**src/adsc_defs.svh**
```systemverilog
// Purpose: Constants for the converter sequencer and alarm filter configuration block
// Assumes: 50 MHz mclk; byte-wide register port fed by the serial interface decoder
// Notes:   Offsets, field positions, reset values and sample timing counts
`ifndef ADSC_DEFS_SVH
`define ADSC_DEFS_SVH

// Register offsets
`define ADSC_ADDR_UPDATE      8'h0F
`define ADSC_ADDR_CONV_CFG    8'h10
`define ADSC_ADDR_ALARM_CFG   8'h11

// Reset values, reserved bits zero
`define ADSC_CONV_CFG_RESET   8'h00
`define ADSC_ALARM_CFG_RESET  8'h70

// Field positions
`define ADSC_UPDATE_XFER_BIT  4
`define ADSC_MODE_BIT         7
`define ADSC_RATE_HI          6
`define ADSC_RATE_LO          5
`define ADSC_REFBUF_BIT       4
`define ADSC_CHF_HI           7
`define ADSC_CHF_LO           5
`define ADSC_TMF_HI           4
`define ADSC_TMF_LO           3

// Channels: 21 inputs plus the temperature sensor
`define ADSC_NUM_CH           22
`define ADSC_TEMP_CH          21
`define ADSC_BIPOLAR_MASK     22'h00FFFF

// Sample times in ns and derived cycle counts, rounded up
`define ADSC_CLK_PERIOD_NS    20
`define ADSC_T_SAMPLE_0_NS    11500
`define ADSC_T_SAMPLE_1_NS    23000
`define ADSC_T_SAMPLE_2_NS    34500
`define ADSC_T_SAMPLE_3_NS    69000
`define ADSC_CYC(ns)          ((ns + `ADSC_CLK_PERIOD_NS - 1) / `ADSC_CLK_PERIOD_NS)

`endif

```
**src/adsc_pkg.sv**
```systemverilog
// Purpose: Types and decode functions for the sequencer configuration block
// Assumes: adsc_defs.svh on the include path
// Notes:   Decoders are used by the top module; the sample window decoder also by its assertions
`include "adsc_defs.svh"

package adsc_pkg;

  typedef enum logic [0:0] {SEQ_IDLE, SEQ_SAMPLE} adsc_seq_type;

  typedef struct packed {
    adsc_seq_type                       seq;
    logic                               active;
    logic [4:0]                         chan;
    logic [11:0]                        cnt;
    logic                               done;
    logic [7:0]                         conv_cfg;
    logic [7:0]                         alarm_cfg;
    logic [7:0]                         rdata;
    logic [`ADSC_NUM_CH-1:0][11:0]      latest;
    logic [`ADSC_NUM_CH-1:0][11:0]      shown;
    logic [11:0]                        rd_data;
  } adsc_state_type;

  typedef struct packed {
    logic [8:0] cnt;
    logic       alarm;
  } adsc_filt_type;

  // Channel filter code to run length
  function automatic logic [8:0] adsc_chan_need(input logic [2:0] code);
    unique case (code)
      3'h0: adsc_chan_need = 9'h001;
      3'h1: adsc_chan_need = 9'h004;
      3'h2: adsc_chan_need = 9'h008;
      3'h3: adsc_chan_need = 9'h010;
      3'h4: adsc_chan_need = 9'h020;
      3'h5: adsc_chan_need = 9'h040;
      3'h6: adsc_chan_need = 9'h080;
      3'h7: adsc_chan_need = 9'h100;
    endcase
  endfunction : adsc_chan_need

  // Temperature filter code to run length
  function automatic logic [8:0] adsc_temp_need(input logic [1:0] code);
    unique case (code)
      2'h0: adsc_temp_need = 9'h001;
      2'h1: adsc_temp_need = 9'h002;
      2'h2: adsc_temp_need = 9'h004;
      2'h3: adsc_temp_need = 9'h008;
    endcase
  endfunction : adsc_temp_need

  // Sample window in cycles; bipolar inputs never go below the third step
  function automatic logic [11:0] adsc_sample_cycles(input logic [1:0] rate, input logic bipolar);
    logic [1:0] eff;
    eff = (bipolar && rate != 2'h3) ? 2'h2 : rate;
    unique case (eff)
      2'h0: adsc_sample_cycles = 12'(`ADSC_CYC(`ADSC_T_SAMPLE_0_NS));
      2'h1: adsc_sample_cycles = 12'(`ADSC_CYC(`ADSC_T_SAMPLE_1_NS));
      2'h2: adsc_sample_cycles = 12'(`ADSC_CYC(`ADSC_T_SAMPLE_2_NS));
      2'h3: adsc_sample_cycles = 12'(`ADSC_CYC(`ADSC_T_SAMPLE_3_NS));
    endcase
  endfunction : adsc_sample_cycles

endpackage : adsc_pkg

```
**src/adsc_alarm_filter.sv**
```systemverilog
// Purpose: Consecutive out-of-range qualification for one channel
// Assumes: need is at least 1 and at most 256
// Notes:   Counter saturates at need so a lowered threshold acts at once
`timescale 1ns/1ns

module adsc_alarm_filter
  import adsc_pkg::*;
(
  input  wire logic       mclk,
  input  wire logic       rst,
  input  wire logic       sample_valid,
  input  wire logic       out_of_range,
  input  wire logic [8:0] need,
  output logic            alarm_r
);

  adsc_filt_type s_r;
  adsc_filt_type s_nxt;

  ////////////////////////////////////////////////////////////////////////////
  // Run counter
  always_comb begin
    s_nxt = s_r;
    if (sample_valid) begin
      if (out_of_range) begin
        if (s_r.cnt + 9'h001 >= need) begin
          s_nxt.cnt   = need;
          s_nxt.alarm = 1'b1;
        end else begin
          s_nxt.cnt = s_r.cnt + 9'h001;
        end
      end else begin
        s_nxt.cnt   = 9'h000;
        s_nxt.alarm = 1'b0;
      end
    end
  end

  always_ff @(posedge mclk or posedge rst) begin
    if (rst) begin
      s_r <= '0;
    end else begin
      s_r <= s_nxt;
    end
  end

  assign alarm_r = s_r.alarm;

  ////////////////////////////////////////////////////////////////////////////
  // Checks
  property p_run_len;
    @(posedge mclk) disable iff (rst)
      $rose(s_r.alarm) |-> $past(s_r.cnt) + 9'h001 >= $past(need) && $past(out_of_range);
  endproperty
  a_run_len: assert property (p_run_len) else $error("alarm set before run length reached");

  property p_break_clears;
    @(posedge mclk) disable iff (rst)
      (sample_valid && !out_of_range) |=> (s_r.cnt == 9'h000 && !s_r.alarm);
  endproperty
  a_break_clears: assert property (p_break_clears) else $error("in-range sample left count");

endmodule : adsc_alarm_filter

```
**src/adsc_top.sv**
```systemverilog
// Purpose: Conversion sequencer, sample timing, result transfer and alarm filter setup
// Assumes: Register port driven by the serial decoder; converter returns tagged results
// Notes:   Channel enables come from the mux enable registers outside this block
`timescale 1ns/1ns
`include "adsc_defs.svh"

module adsc_top
  import adsc_pkg::*;
#(
  parameter logic [`ADSC_NUM_CH-1:0] BIPOLAR_MASK = `ADSC_BIPOLAR_MASK
)
(
  input  wire logic                    mclk,
  input  wire logic                    rst,
  input  wire logic                    reg_wr_en,
  input  wire logic                    reg_rd_en,
  input  wire logic [7:0]              reg_addr,
  input  wire logic [7:0]              reg_wdata,
  output logic      [7:0]              reg_rdata_r,
  input  wire logic [`ADSC_NUM_CH-1:0] chan_enable,
  input  wire logic                    conv_trigger,
  output logic      [4:0]              mux_select_r,
  output logic                         sample_active_r,
  output logic                         sample_done_r,
  output logic                         reference_buffer_enable_r,
  input  wire logic                    conv_result_valid,
  input  wire logic [4:0]              conv_result_chan,
  input  wire logic [11:0]             conv_result_data,
  input  wire logic                    conv_result_out_of_range,
  input  wire logic [4:0]              result_rd_chan,
  output logic      [11:0]             result_rd_data_r,
  output logic      [`ADSC_NUM_CH-1:0] alarm_qualified_r
);

  adsc_state_type s_r;
  adsc_state_type s_nxt;

  logic       conversion_mode_select;
  logic [1:0] sample_time_select;
  logic [2:0] channel_alarm_filter_count;
  logic [1:0] temperature_alarm_filter_count;
  logic       update_xfer;
  logic       any_enabled;
  logic [5:0] first_hit;
  logic [5:0] next_hit;

  assign conversion_mode_select         = s_r.conv_cfg[`ADSC_MODE_BIT];
  assign sample_time_select             = s_r.conv_cfg[`ADSC_RATE_HI:`ADSC_RATE_LO];
  assign channel_alarm_filter_count     = s_r.alarm_cfg[`ADSC_CHF_HI:`ADSC_CHF_LO];
  assign temperature_alarm_filter_count = s_r.alarm_cfg[`ADSC_TMF_HI:`ADSC_TMF_LO];
  assign update_xfer = reg_wr_en && reg_addr == `ADSC_ADDR_UPDATE && reg_wdata[`ADSC_UPDATE_XFER_BIT];
  assign any_enabled = |chan_enable;

  ////////////////////////////////////////////////////////////////////////////
  // Lowest enabled channel at or above start; bit 5 flags a hit
  function automatic logic [5:0] find_from(input logic [`ADSC_NUM_CH-1:0] mask,
                                           input logic [5:0] start);
    find_from = 6'h00;
    for (int i = `ADSC_NUM_CH - 1; i >= 0; i--) begin
      if (mask[i] && 6'(i) >= start) begin
        find_from = {1'b1, 5'(i)};
      end
    end
  endfunction : find_from

  // Sample window reload for a channel
  function automatic logic [11:0] reload(input logic [1:0] rate, input logic [4:0] ch);
    reload = adsc_sample_cycles(rate, BIPOLAR_MASK[ch]) - 12'h001;
  endfunction : reload

  assign first_hit = find_from(chan_enable, 6'h00);
  assign next_hit  = find_from(chan_enable, {1'b0, s_r.chan} + 6'h01);

  ////////////////////////////////////////////////////////////////////////////
  // Next state: registers, result transfer, sequencer
  always_comb begin
    s_nxt      = s_r;
    s_nxt.done = 1'b0;

    // Register writes; reserved bits store as written
    if (reg_wr_en) begin
      unique case (reg_addr)
        `ADSC_ADDR_CONV_CFG:  s_nxt.conv_cfg  = reg_wdata;
        `ADSC_ADDR_ALARM_CFG: s_nxt.alarm_cfg = reg_wdata;
        default:              ;
      endcase
    end

    // Register reads; update register is self clearing and reads zero
    if (reg_rd_en) begin
      unique case (reg_addr)
        `ADSC_ADDR_CONV_CFG:  s_nxt.rdata = s_r.conv_cfg;
        `ADSC_ADDR_ALARM_CFG: s_nxt.rdata = s_r.alarm_cfg;
        default:              s_nxt.rdata = 8'h00;
      endcase
    end

    // Results: direct mode shows each one at once, free-running waits for transfer
    if (conv_result_valid && conv_result_chan < 5'(`ADSC_NUM_CH)) begin
      s_nxt.latest[conv_result_chan] = conv_result_data;
      if (!conversion_mode_select) begin
        s_nxt.shown[conv_result_chan] = conv_result_data;
      end
    end
    if (update_xfer) begin
      s_nxt.shown = s_nxt.latest;
    end
    s_nxt.rd_data = (result_rd_chan < 5'(`ADSC_NUM_CH)) ? s_r.shown[result_rd_chan] : 12'h000;

    // Sequencer
    unique case (s_r.seq)
      SEQ_IDLE: begin
        if ((conv_trigger || conversion_mode_select) && any_enabled) begin
          s_nxt.seq    = SEQ_SAMPLE;
          s_nxt.active = 1'b1;
          s_nxt.chan   = first_hit[4:0];
          s_nxt.cnt    = reload(sample_time_select, first_hit[4:0]);
        end
      end
      SEQ_SAMPLE: begin
        if (s_r.cnt == 12'h000) begin
          s_nxt.done = 1'b1;
          if (next_hit[5]) begin
            s_nxt.chan = next_hit[4:0];
            s_nxt.cnt  = reload(sample_time_select, next_hit[4:0]);
          end else if (conversion_mode_select && any_enabled) begin
            s_nxt.chan = first_hit[4:0];
            s_nxt.cnt  = reload(sample_time_select, first_hit[4:0]);
          end else begin
            s_nxt.seq    = SEQ_IDLE;
            s_nxt.active = 1'b0;
          end
        end else begin
          s_nxt.cnt = s_r.cnt - 12'h001;
        end
      end
    endcase
  end

  // State register; reserved bits come up zero
  always_ff @(posedge mclk or posedge rst) begin
    if (rst) begin
      s_r           <= '0;
      s_r.seq       <= SEQ_IDLE;
      s_r.conv_cfg  <= `ADSC_CONV_CFG_RESET;
      s_r.alarm_cfg <= `ADSC_ALARM_CFG_RESET;
    end else begin
      s_r <= s_nxt;
    end
  end

  assign reg_rdata_r               = s_r.rdata;
  assign mux_select_r              = s_r.chan;
  assign sample_active_r           = s_r.active;
  assign sample_done_r             = s_r.done;
  assign reference_buffer_enable_r = s_r.conv_cfg[`ADSC_REFBUF_BIT];
  assign result_rd_data_r          = s_r.rd_data;

  ////////////////////////////////////////////////////////////////////////////
  // One filter per channel; the last slot is the temperature sensor
  generate
    for (genvar g = 0; g < `ADSC_NUM_CH; g++) begin : g_filt
      logic [8:0] need;
      if (g == `ADSC_TEMP_CH) begin : g_temp
        assign need = adsc_temp_need(temperature_alarm_filter_count);
      end else begin : g_chan
        assign need = adsc_chan_need(channel_alarm_filter_count);
      end
      adsc_alarm_filter u_filt (
        .mclk         (mclk),
        .rst          (rst),
        .sample_valid (conv_result_valid && conv_result_chan == 5'(g)),
        .out_of_range (conv_result_out_of_range),
        .need         (need),
        .alarm_r      (alarm_qualified_r[g])
      );
    end
  endgenerate

  ////////////////////////////////////////////////////////////////////////////
  // Checks
  property p_direct_idle;
    @(posedge mclk) disable iff (rst)
      (s_r.seq == SEQ_IDLE && !conversion_mode_select && !conv_trigger) |=> s_r.seq == SEQ_IDLE;
  endproperty
  a_direct_idle: assert property (p_direct_idle) else $error("direct mode started untriggered");

  property p_direct_stop;
    @(posedge mclk) disable iff (rst)
      (s_r.seq == SEQ_SAMPLE && s_r.cnt == 12'h000 && !next_hit[5] && !conversion_mode_select)
        |=> (s_r.seq == SEQ_IDLE && sample_done_r);
  endproperty
  a_direct_stop: assert property (p_direct_stop) else $error("direct pass did not stop");

  property p_auto_run;
    @(posedge mclk) disable iff (rst)
      (s_r.seq == SEQ_IDLE && conversion_mode_select && any_enabled) |=> sample_active_r;
  endproperty
  a_auto_run: assert property (p_auto_run) else $error("free-running mode stayed idle");

  property p_auto_wrap;
    @(posedge mclk) disable iff (rst)
      (s_r.seq == SEQ_SAMPLE && s_r.cnt == 12'h000 && !next_hit[5] && conversion_mode_select && any_enabled)
        |=> (s_r.seq == SEQ_SAMPLE && s_r.chan == $past(first_hit[4:0]));
  endproperty
  a_auto_wrap: assert property (p_auto_wrap) else $error("no wrap to first channel");

  property p_auto_hold;
    @(posedge mclk) disable iff (rst)
      (conversion_mode_select && !update_xfer) |=> $stable(s_r.shown);
  endproperty
  a_auto_hold: assert property (p_auto_hold) else $error("results shown without transfer");

  property p_xfer;
    @(posedge mclk) disable iff (rst)
      (update_xfer && !conv_result_valid) |=> s_r.shown == $past(s_r.latest);
  endproperty
  a_xfer: assert property (p_xfer) else $error("transfer did not copy results");

  property p_window;
    @(posedge mclk) disable iff (rst)
      (s_r.seq == SEQ_IDLE ##1 s_r.seq == SEQ_SAMPLE)
        |-> s_r.cnt == adsc_sample_cycles($past(sample_time_select), BIPOLAR_MASK[s_r.chan]) - 12'h001;
  endproperty
  a_window: assert property (p_window) else $error("sample window length wrong");

  property p_refbuf;
    @(posedge mclk) disable iff (rst)
      (reg_wr_en && reg_addr == `ADSC_ADDR_CONV_CFG)
        |=> reference_buffer_enable_r == $past(reg_wdata[`ADSC_REFBUF_BIT]);
  endproperty
  a_refbuf: assert property (p_refbuf) else $error("reference buffer enable not written");

  property p_chan_filt;
    @(posedge mclk) disable iff (rst)
      (reg_wr_en && reg_addr == `ADSC_ADDR_ALARM_CFG)
        |=> channel_alarm_filter_count == $past(reg_wdata[`ADSC_CHF_HI:`ADSC_CHF_LO])
            && temperature_alarm_filter_count == $past(reg_wdata[`ADSC_TMF_HI:`ADSC_TMF_LO]);
  endproperty
  a_chan_filt: assert property (p_chan_filt) else $error("filter fields not written");

endmodule : adsc_top

```
**config.mk**
```make
export PLATFORM = sky130hd
export DESIGN_NAME = adsc_top
export DESIGN_NICKNAME = d
export VERILOG_FILES = /design/src/adsc_pkg.sv /design/src/adsc_alarm_filter.sv /design/src/adsc_top.sv
export VERILOG_INCLUDE_DIRS = /design/src
export SDC_FILE = /design/constraint.sdc
export NUM_CORES = 2
export LEC_CHECK = 0
export BUFFER_PORTS_ARGS = -buffer_cell sky130_fd_sc_hd__buf_2
export CAP_MARGIN = 20
export CORE_ASPECT_RATIO = 2
export CORE_MARGIN = 10
export CORE_UTILIZATION = 36
export DETAILED_ROUTE_END_ITERATION = 10
export HOLD_SLACK_MARGIN = 0.03
export PLACE_DENSITY = 0.52
export SLEW_MARGIN = 20
export SYNTH_ARGS = -nofsm -noshare
export SYNTH_HDL_FRONTEND = slang
export SYNTH_HIERARCHICAL = 1
export SYNTH_SLANG_ARGS = --single-unit
export TNS_END_PERCENT = 30
```
**constraint.sdc**
```tcl
create_clock -name mclk -period 21.5 [get_ports mclk]
set_input_delay 2.15 -clock mclk [delete_from_list [all_inputs] [get_ports mclk]]
set_output_delay 2.15 -clock mclk [all_outputs]
set_load 0.05 [all_outputs]
```
== Word level (Yosys, flattened, before mapping) ==
Memories as Yosys holds them, arrays and structs flattened.
Cells that the tools add are included.
Word-level totals
  flip-flop bits (word level): 804
  ROM bits: 1408
  bits of input ports: 67
  output and inout bits: 50
  memories kept: 23
Operators by class
  $add $sub $neg: 27
  order comparisons: 51
  equality and inequality tests: 63
  mux-type cells: 147
  bitwise logic cells: 1
  reduce and logical (&&, ||, !) cells: 88
Memory list
  (no name shown): depth 8, width 8, read ports 1, clocked after memory_dff 0, write ports 0, RTL line adsc_pkg.sv:31  | unique case (code)
  (no name shown): depth 8, width 8, read ports 1, clocked after memory_dff 0, write ports 0, RTL line adsc_pkg.sv:31
  (no name shown): depth 8, width 8, read ports 1, clocked after memory_dff 0, write ports 0, RTL line adsc_pkg.sv:31
  (no name shown): depth 8, width 8, read ports 1, clocked after memory_dff 0, write ports 0, RTL line adsc_pkg.sv:31
  (no name shown): depth 8, width 8, read ports 1, clocked after memory_dff 0, write ports 0, RTL line adsc_pkg.sv:31
  (no name shown): depth 8, width 8, read ports 1, clocked after memory_dff 0, write ports 0, RTL line adsc_pkg.sv:31
  +17 memories
Operators with widths (number)
  bitwise mux 264 bit: 2
  two-way mux 264 bit: 2
  two-way mux 528 bit: 1
  two-way mux 10 bit: 22
  adder 9 x 1 -> 9 bit, second input constant: 22
  >= comparator 9 bit: 22
  two-way mux 9 bit: 22
  two-way mux 12 bit: 13
  two-way mux 6 bit: 22
  two-way mux 5 bit: 22
  one-hot mux 12 bit (4 select lines): 2
  binary-select mux 12 bit (select 5 bit): 1
  demux 12 bit (select 5 bit): 1
  logical AND 1 bit: 52
  AND reduction 2 bit: 26
  >= comparator 4 x 6 -> 1 bit, first input constant: 8
  != test 2 x 1 -> 1 bit, second input constant: 24
  subtractor 12 x 1 -> 12 bit, second input constant: 4
  equality test 5 x 4 -> 1 bit, second input constant: 8
  one-hot mux 19 bit (2 select lines): 1
  >= comparator 5 x 6 -> 1 bit, first input constant: 6
  one-hot mux 9 bit (4 select lines): 1
  two-way mux 17 bit: 2
  equality test 5 bit, second input constant: 6
  31 further kinds: 85

== Longest topological paths before layout ==
  depth after elaboration: 38
  depth in mapped cells: 14
  depth with buffers taken out: 12

== By module ==
The synthesis kept the hierarchy.
By module, submodules not included
  adsc_top: instances 1, cells an instance 2697, area each 27137.3 µm², seq. area each 14617.8 µm²
  adsc_alarm_filter: instances 22, cells an instance 97, area each 855.8 µm², seq. area each 250.2 µm²

== Worst setup path after synthesis ==
OpenSTA, ideal clock, no wires.
  path type: reg-to-reg
  start: register s_r, in the netlist channel_alarm_filter_count[1]
  end: register g_filt[0].u_filt/s_r[5] in the netlist's numbering
  data arrival time: 4.270 ns
  data required time: 21.399 ns
  path slack: 17.129 ns
  stages on the path, launching flop included: 9
  path buffers: 1
  path through: dfstp_2 > clkbuf_1 > nor3_1 > ha_1 > nor2b_2 > o21ai_2 > a41oi_4 > a21oi_1 > o32ai_1
On the way
  cells in the longest elaborated chain, start to end: 4
Ends and longest elaborated chain
  start: declaration: RTL line adsc_top.sv:35  | adsc_state_type s_r;
  start signal: assignment: RTL line adsc_top.sv:148  | s_r <= s_nxt;
  memory read (8 x 8 bit)
  named net g_filt[0].need[0]: RTL line adsc_top.sv:163  | logic [8:0] need;
  >= comparator 9 bit: RTL line adsc_alarm_filter.sv:26  | if (s_r.cnt + 9'h001 >= need) begin
  two-way mux 9 bit: RTL line adsc_alarm_filter.sv:26
  two-way mux 10 bit: RTL line adsc_alarm_filter.sv:25  | if (out_of_range) begin
  end signal: assignment: RTL line adsc_alarm_filter.sv:43  | s_r <= s_nxt;
  end: declaration: RTL line adsc_alarm_filter.sv:17  | adsc_filt_type s_r;
The timed path passes the listed nets, and every way through them passes these cells.
A chain may end at the register's enable or synchronous reset.

==> results.md <==
- The flow ran to the end, and the final reports show no timing, DRC or antenna violations.
- The synthesized instance count is 4831.
- The number of setup buffers added after CTS is 0.
- The number of levels in the clock H-tree is 3.
- The floorplan has 185 rows.
- The sequential share of the synthesized area is 43.78%.
- The tree is rooted in a sky130_fd_sc_hd__clkbuf_16.
- Summing the areas of all compound-gate instances in the mapped netlist gives 14.88% of the synthesized area.
- The port buffer count is 116.
- Global routing used 20.57% of the available tracks.
- The cell area power density is 93.56 nW/um2.
- The remaining number of nets flagged by the antenna check after routing is 0.
- After synthesis, the largest family of logic cells by area is simple AND/OR/NAND/NOR gates.
- The slew of the pin with the lowest slew margin is 1.135 ns.
- The largest voltage drop on the vdd net is 0.05412 mV.
- The floorplan die height is 525.3 um.
- The first routing iteration left 2436 violations.
- For this run, the post-layout net count is 5167.
- Max-cap violations in this run came to 0.
- The die outline width is 272.7 um.
- In this run, post-CTS repair resized a total of 0 instances.
- In the post-synthesis netlist, the biggest area contributors are sky130_fd_sc_hd__dfrtp_1, sky130_fd_sc_hd__ha_1, sky130_fd_sc_hd__nand2_1.
- Between clock sinks in the finished design, the worst skew comes to 0.02733 ns.
- By instance count, the leading cell after synthesis is sky130_fd_sc_hd__dfrtp_1.
- The routability congestion estimate is 0.8967.
- Global routing used 21.03% of the available met1 tracks.
- The via count of the first global-routing pass was 38770.
- The adder-cell share of the synthesized area is 6.097%.
- The maximum fanout along the worst path is 15.
- The leakage power figure is 22.57 nW.
- sky130_fd_sc_hd__dfrtp_1 takes more of the synthesized area than any other cell.
- Setup repair after global routing left no endpoint under its margin.
- 117 I/O pins were placed.
- Measured against its own limit, the worst slew margin works out to 24.33%.
- The full die area is 143200 um2.
- The initial antenna violation count is 7.
- The count of hold buffers inserted by post-cts repair is 0.
- The highest clock frequency the design can meet is 0.2058 GHz.
- The number of clock sinks seen by CTS is 804.
- The worst path required time is 22.08 ns.
- For this run, the number of Yosys warnings is 6.
- After synthesis the cells add up to 45970 um2.
- The netlist uses 92 different library cells.
- Counting flops and latches in the post-synthesis netlist gives 804.
- The region available for standard cell placement spans 127100 um2.
- The worst hold path class is register to register.
- The flip-flop cell with the highest count after synthesis is sky130_fd_sc_hd__dfrtp_1.
- Once the floorplan was initialized, standard cells occupied 36.17% of the core.
- The total count of max-transition violations in the final report was 0.
- The kind of critical path is primary input to register.
- Dividing the final minimum period by the clock period gives 22.60%.
- The first-pass GRT wire length is 230900 um.
- Setup violations remaining at the end of the flow were counted as 0.
- The setup total negative slack is 0 ns.
- STA classifies the critical path startpoint as a primary input.
- The layer flagged by global routing as most heavily used is met2.
- At the later pin of the worst-skew pair, clock insertion delay measures 0.69 ns.
- Counting instances in the post-synthesis netlist gives the leading cell types as sky130_fd_sc_hd__dfrtp_1, sky130_fd_sc_hd__nand2_1, sky130_fd_sc_hd__nor2_1, sky130_fd_sc_hd__inv_1, sky130_fd_sc_hd__o22ai_1.
- The simple-gate portion of the synthesized area is 18.49%.
- Entering global routing, the biggest net connects 132 pins.
- The final critical delay including setup and external delays is 4.859 ns.
- In the synthesized netlist the async set-or-reset flop fraction comes to 100.0%.
- In the final routed layout, each cell accounts on average for 22.52 um.
- The met2 global-route usage is 38.81%.
- After routing the design area is 51180 um2.
- The top-area cell type share of the netlist area is 43.61%.
- Global routing used 2.663% of the available met3 tracks.
- The placed wire-length estimate after detailed placement is 104700 um.
- Clock-pin slew was measured on the worst setup and hold paths at 0.07 ns.
- The endpoint type of the worst setup path is a register.
- For this block, the via count after detailed routing is 37060.
- Relative to the synthesized area, the layout overhead comes to 11.34%.
- The arrival time of the worst setup path is 5.44 ns.
- The post-detailed-placement cell area is 48340 um2.
- TritonCTS created 79 clock buffers.
- The ratio of routed vias to standard cells is 5.592.
- In this run, synthesis inferred 0 flip-flops with an integrated enable.
- For this run, design rule violations remaining after detail routing come to 0.
- The first detailed-routing pass ran for 8 iterations.
- Averaged over all synthesized cells, the footprint is 9.515 um2.
- The total overflow reported by the global router is 0.
- In this run the deepest clock path goes through 3 buffers.
- The share of post-route cells with drive strength above 1 is 17.02%.
- The total wirelength of the detailed-routed design is 149300 um.
- TritonCTS built the clock tree.
- The count of final hold-check violations is 0.
- The share of synthesized area spent on multiplexers is 8.525%.
- The synthesized-area fraction occupied by xor and xnor cells is 3.049%.
layer usage:
| layer | vias up | wire length [um] |
|---|---|---|
| met5 | - | 63 |
| met4 | 10 | 9483 |
| met3 | 343 | 5238 |
| met2 | 934 | 80570 |
| met1 | 18550 | 53900 |
| li1 | 17220 | - |
path summary, 6_finish.rpt:
| kind | startpoint | to | slack (ns) | cells after the start |
|---|---|---|---|---|
| max | conv_result_valid | s_r[251] | 16.64 | 7 |
| min | s_r[475] | s_r[475] | 0.48 | 2 |
| max reg2reg | mux_select_r[0] | s_r[567] | 17.51 | 11 |
| min reg2reg | s_r[475] | s_r[475] | 0.48 | 2 |
| max in group asynchronous | rst | s_r[291] | 17.42 | 5 |
| min in group asynchronous | rst | s_r[104] | 1.48 | 2 |
critical path, stage by stage:
cell	delay [ns]
sky130_fd_sc_hd__buf_2	0.12
sky130_fd_sc_hd__nor3b_1	0.79
sky130_fd_sc_hd__nand4_1	0.86
sky130_fd_sc_hd__inv_1	0.76
sky130_fd_sc_hd__nand2_1	0.46
sky130_fd_sc_hd__nor2_1	0.22
sky130_fd_sc_hd__nor2_1	0.07
flip-flops by register name, summed over array words and instances, names as in the netlist:
register / cells
s_r: 552
g_filt.u_filt/s_r: 198
g_filt.u_filt/alarm_r: 22
result_rd_data_r: 12
reg_rdata_r: 8
mux_select_r: 5
channel_alarm_filter_count: 3
conversion_mode_select: 1
reference_buffer_enable_r: 1
sample_active_r: 1
sample_done_r: 1
logic make-up after synthesis:
logic type,Yosys count
simple gates,1865
compound gates,901
flops,804
buf+inv,599
mux,277
fa+ha+maj,224
xor+xnor,160
other cells,1
layout by cell type (no fill, tap or decap), types with 56 or more instances in the layout:
cell                        instances
sky130_fd_sc_hd__a21oi_1          136
sky130_fd_sc_hd__buf_2            114
sky130_fd_sc_hd__buf_4             82
sky130_fd_sc_hd__clkbuf_16         80
sky130_fd_sc_hd__dfrtp_1          801
sky130_fd_sc_hd__ha_1             224
sky130_fd_sc_hd__inv_1            337
sky130_fd_sc_hd__mux2_2           196
sky130_fd_sc_hd__mux4_2            72
sky130_fd_sc_hd__nand2_1          725
sky130_fd_sc_hd__nand3_1           56
sky130_fd_sc_hd__nand4_1          178
sky130_fd_sc_hd__nor2_1           568
sky130_fd_sc_hd__nor3_1            81
sky130_fd_sc_hd__o22ai_1          259
sky130_fd_sc_hd__o311ai_1         132
sky130_fd_sc_hd__xnor2_1           70
sky130_fd_sc_hd__xor2_1            90
stage by stage:
stage	utilization [%]	worst slack (ns)	hold WS, ns	total power [mW]	cells
final	40.27	16.64	0.4780	4.788	6627
after global routing	40.27	16.40	0.4907	5.040	6626
after CTS	40.24	16.66	0.4811	4.837	6623
after detailed placement	38.04	15.91	0.4626	3.275	6477
after global placement	38.04	15.97	0.4567	3.249	6477
after floorplan	-	3.014	0.4410	2.876	4858
area by class of cell:
cell class                 count  area [um2]
antenna                        3       7.507
clock buffer                 107        2243
clock inverter                39       560.5
fill                       12480       75900
inverter                     339        1282
multi-input combinational   3455       23640
sequential                   804       20120
tap                         1683        2106
timing repair buffer         197        1214
report_power, final:
part	leakage [nW]	switching (mW)	internal (mW)
combinational	11.0	0.778	0.464
sequential	10.2	0.218	1.79
clock	1.37	0.663	0.874
Power figures use the tool's default switching activity.
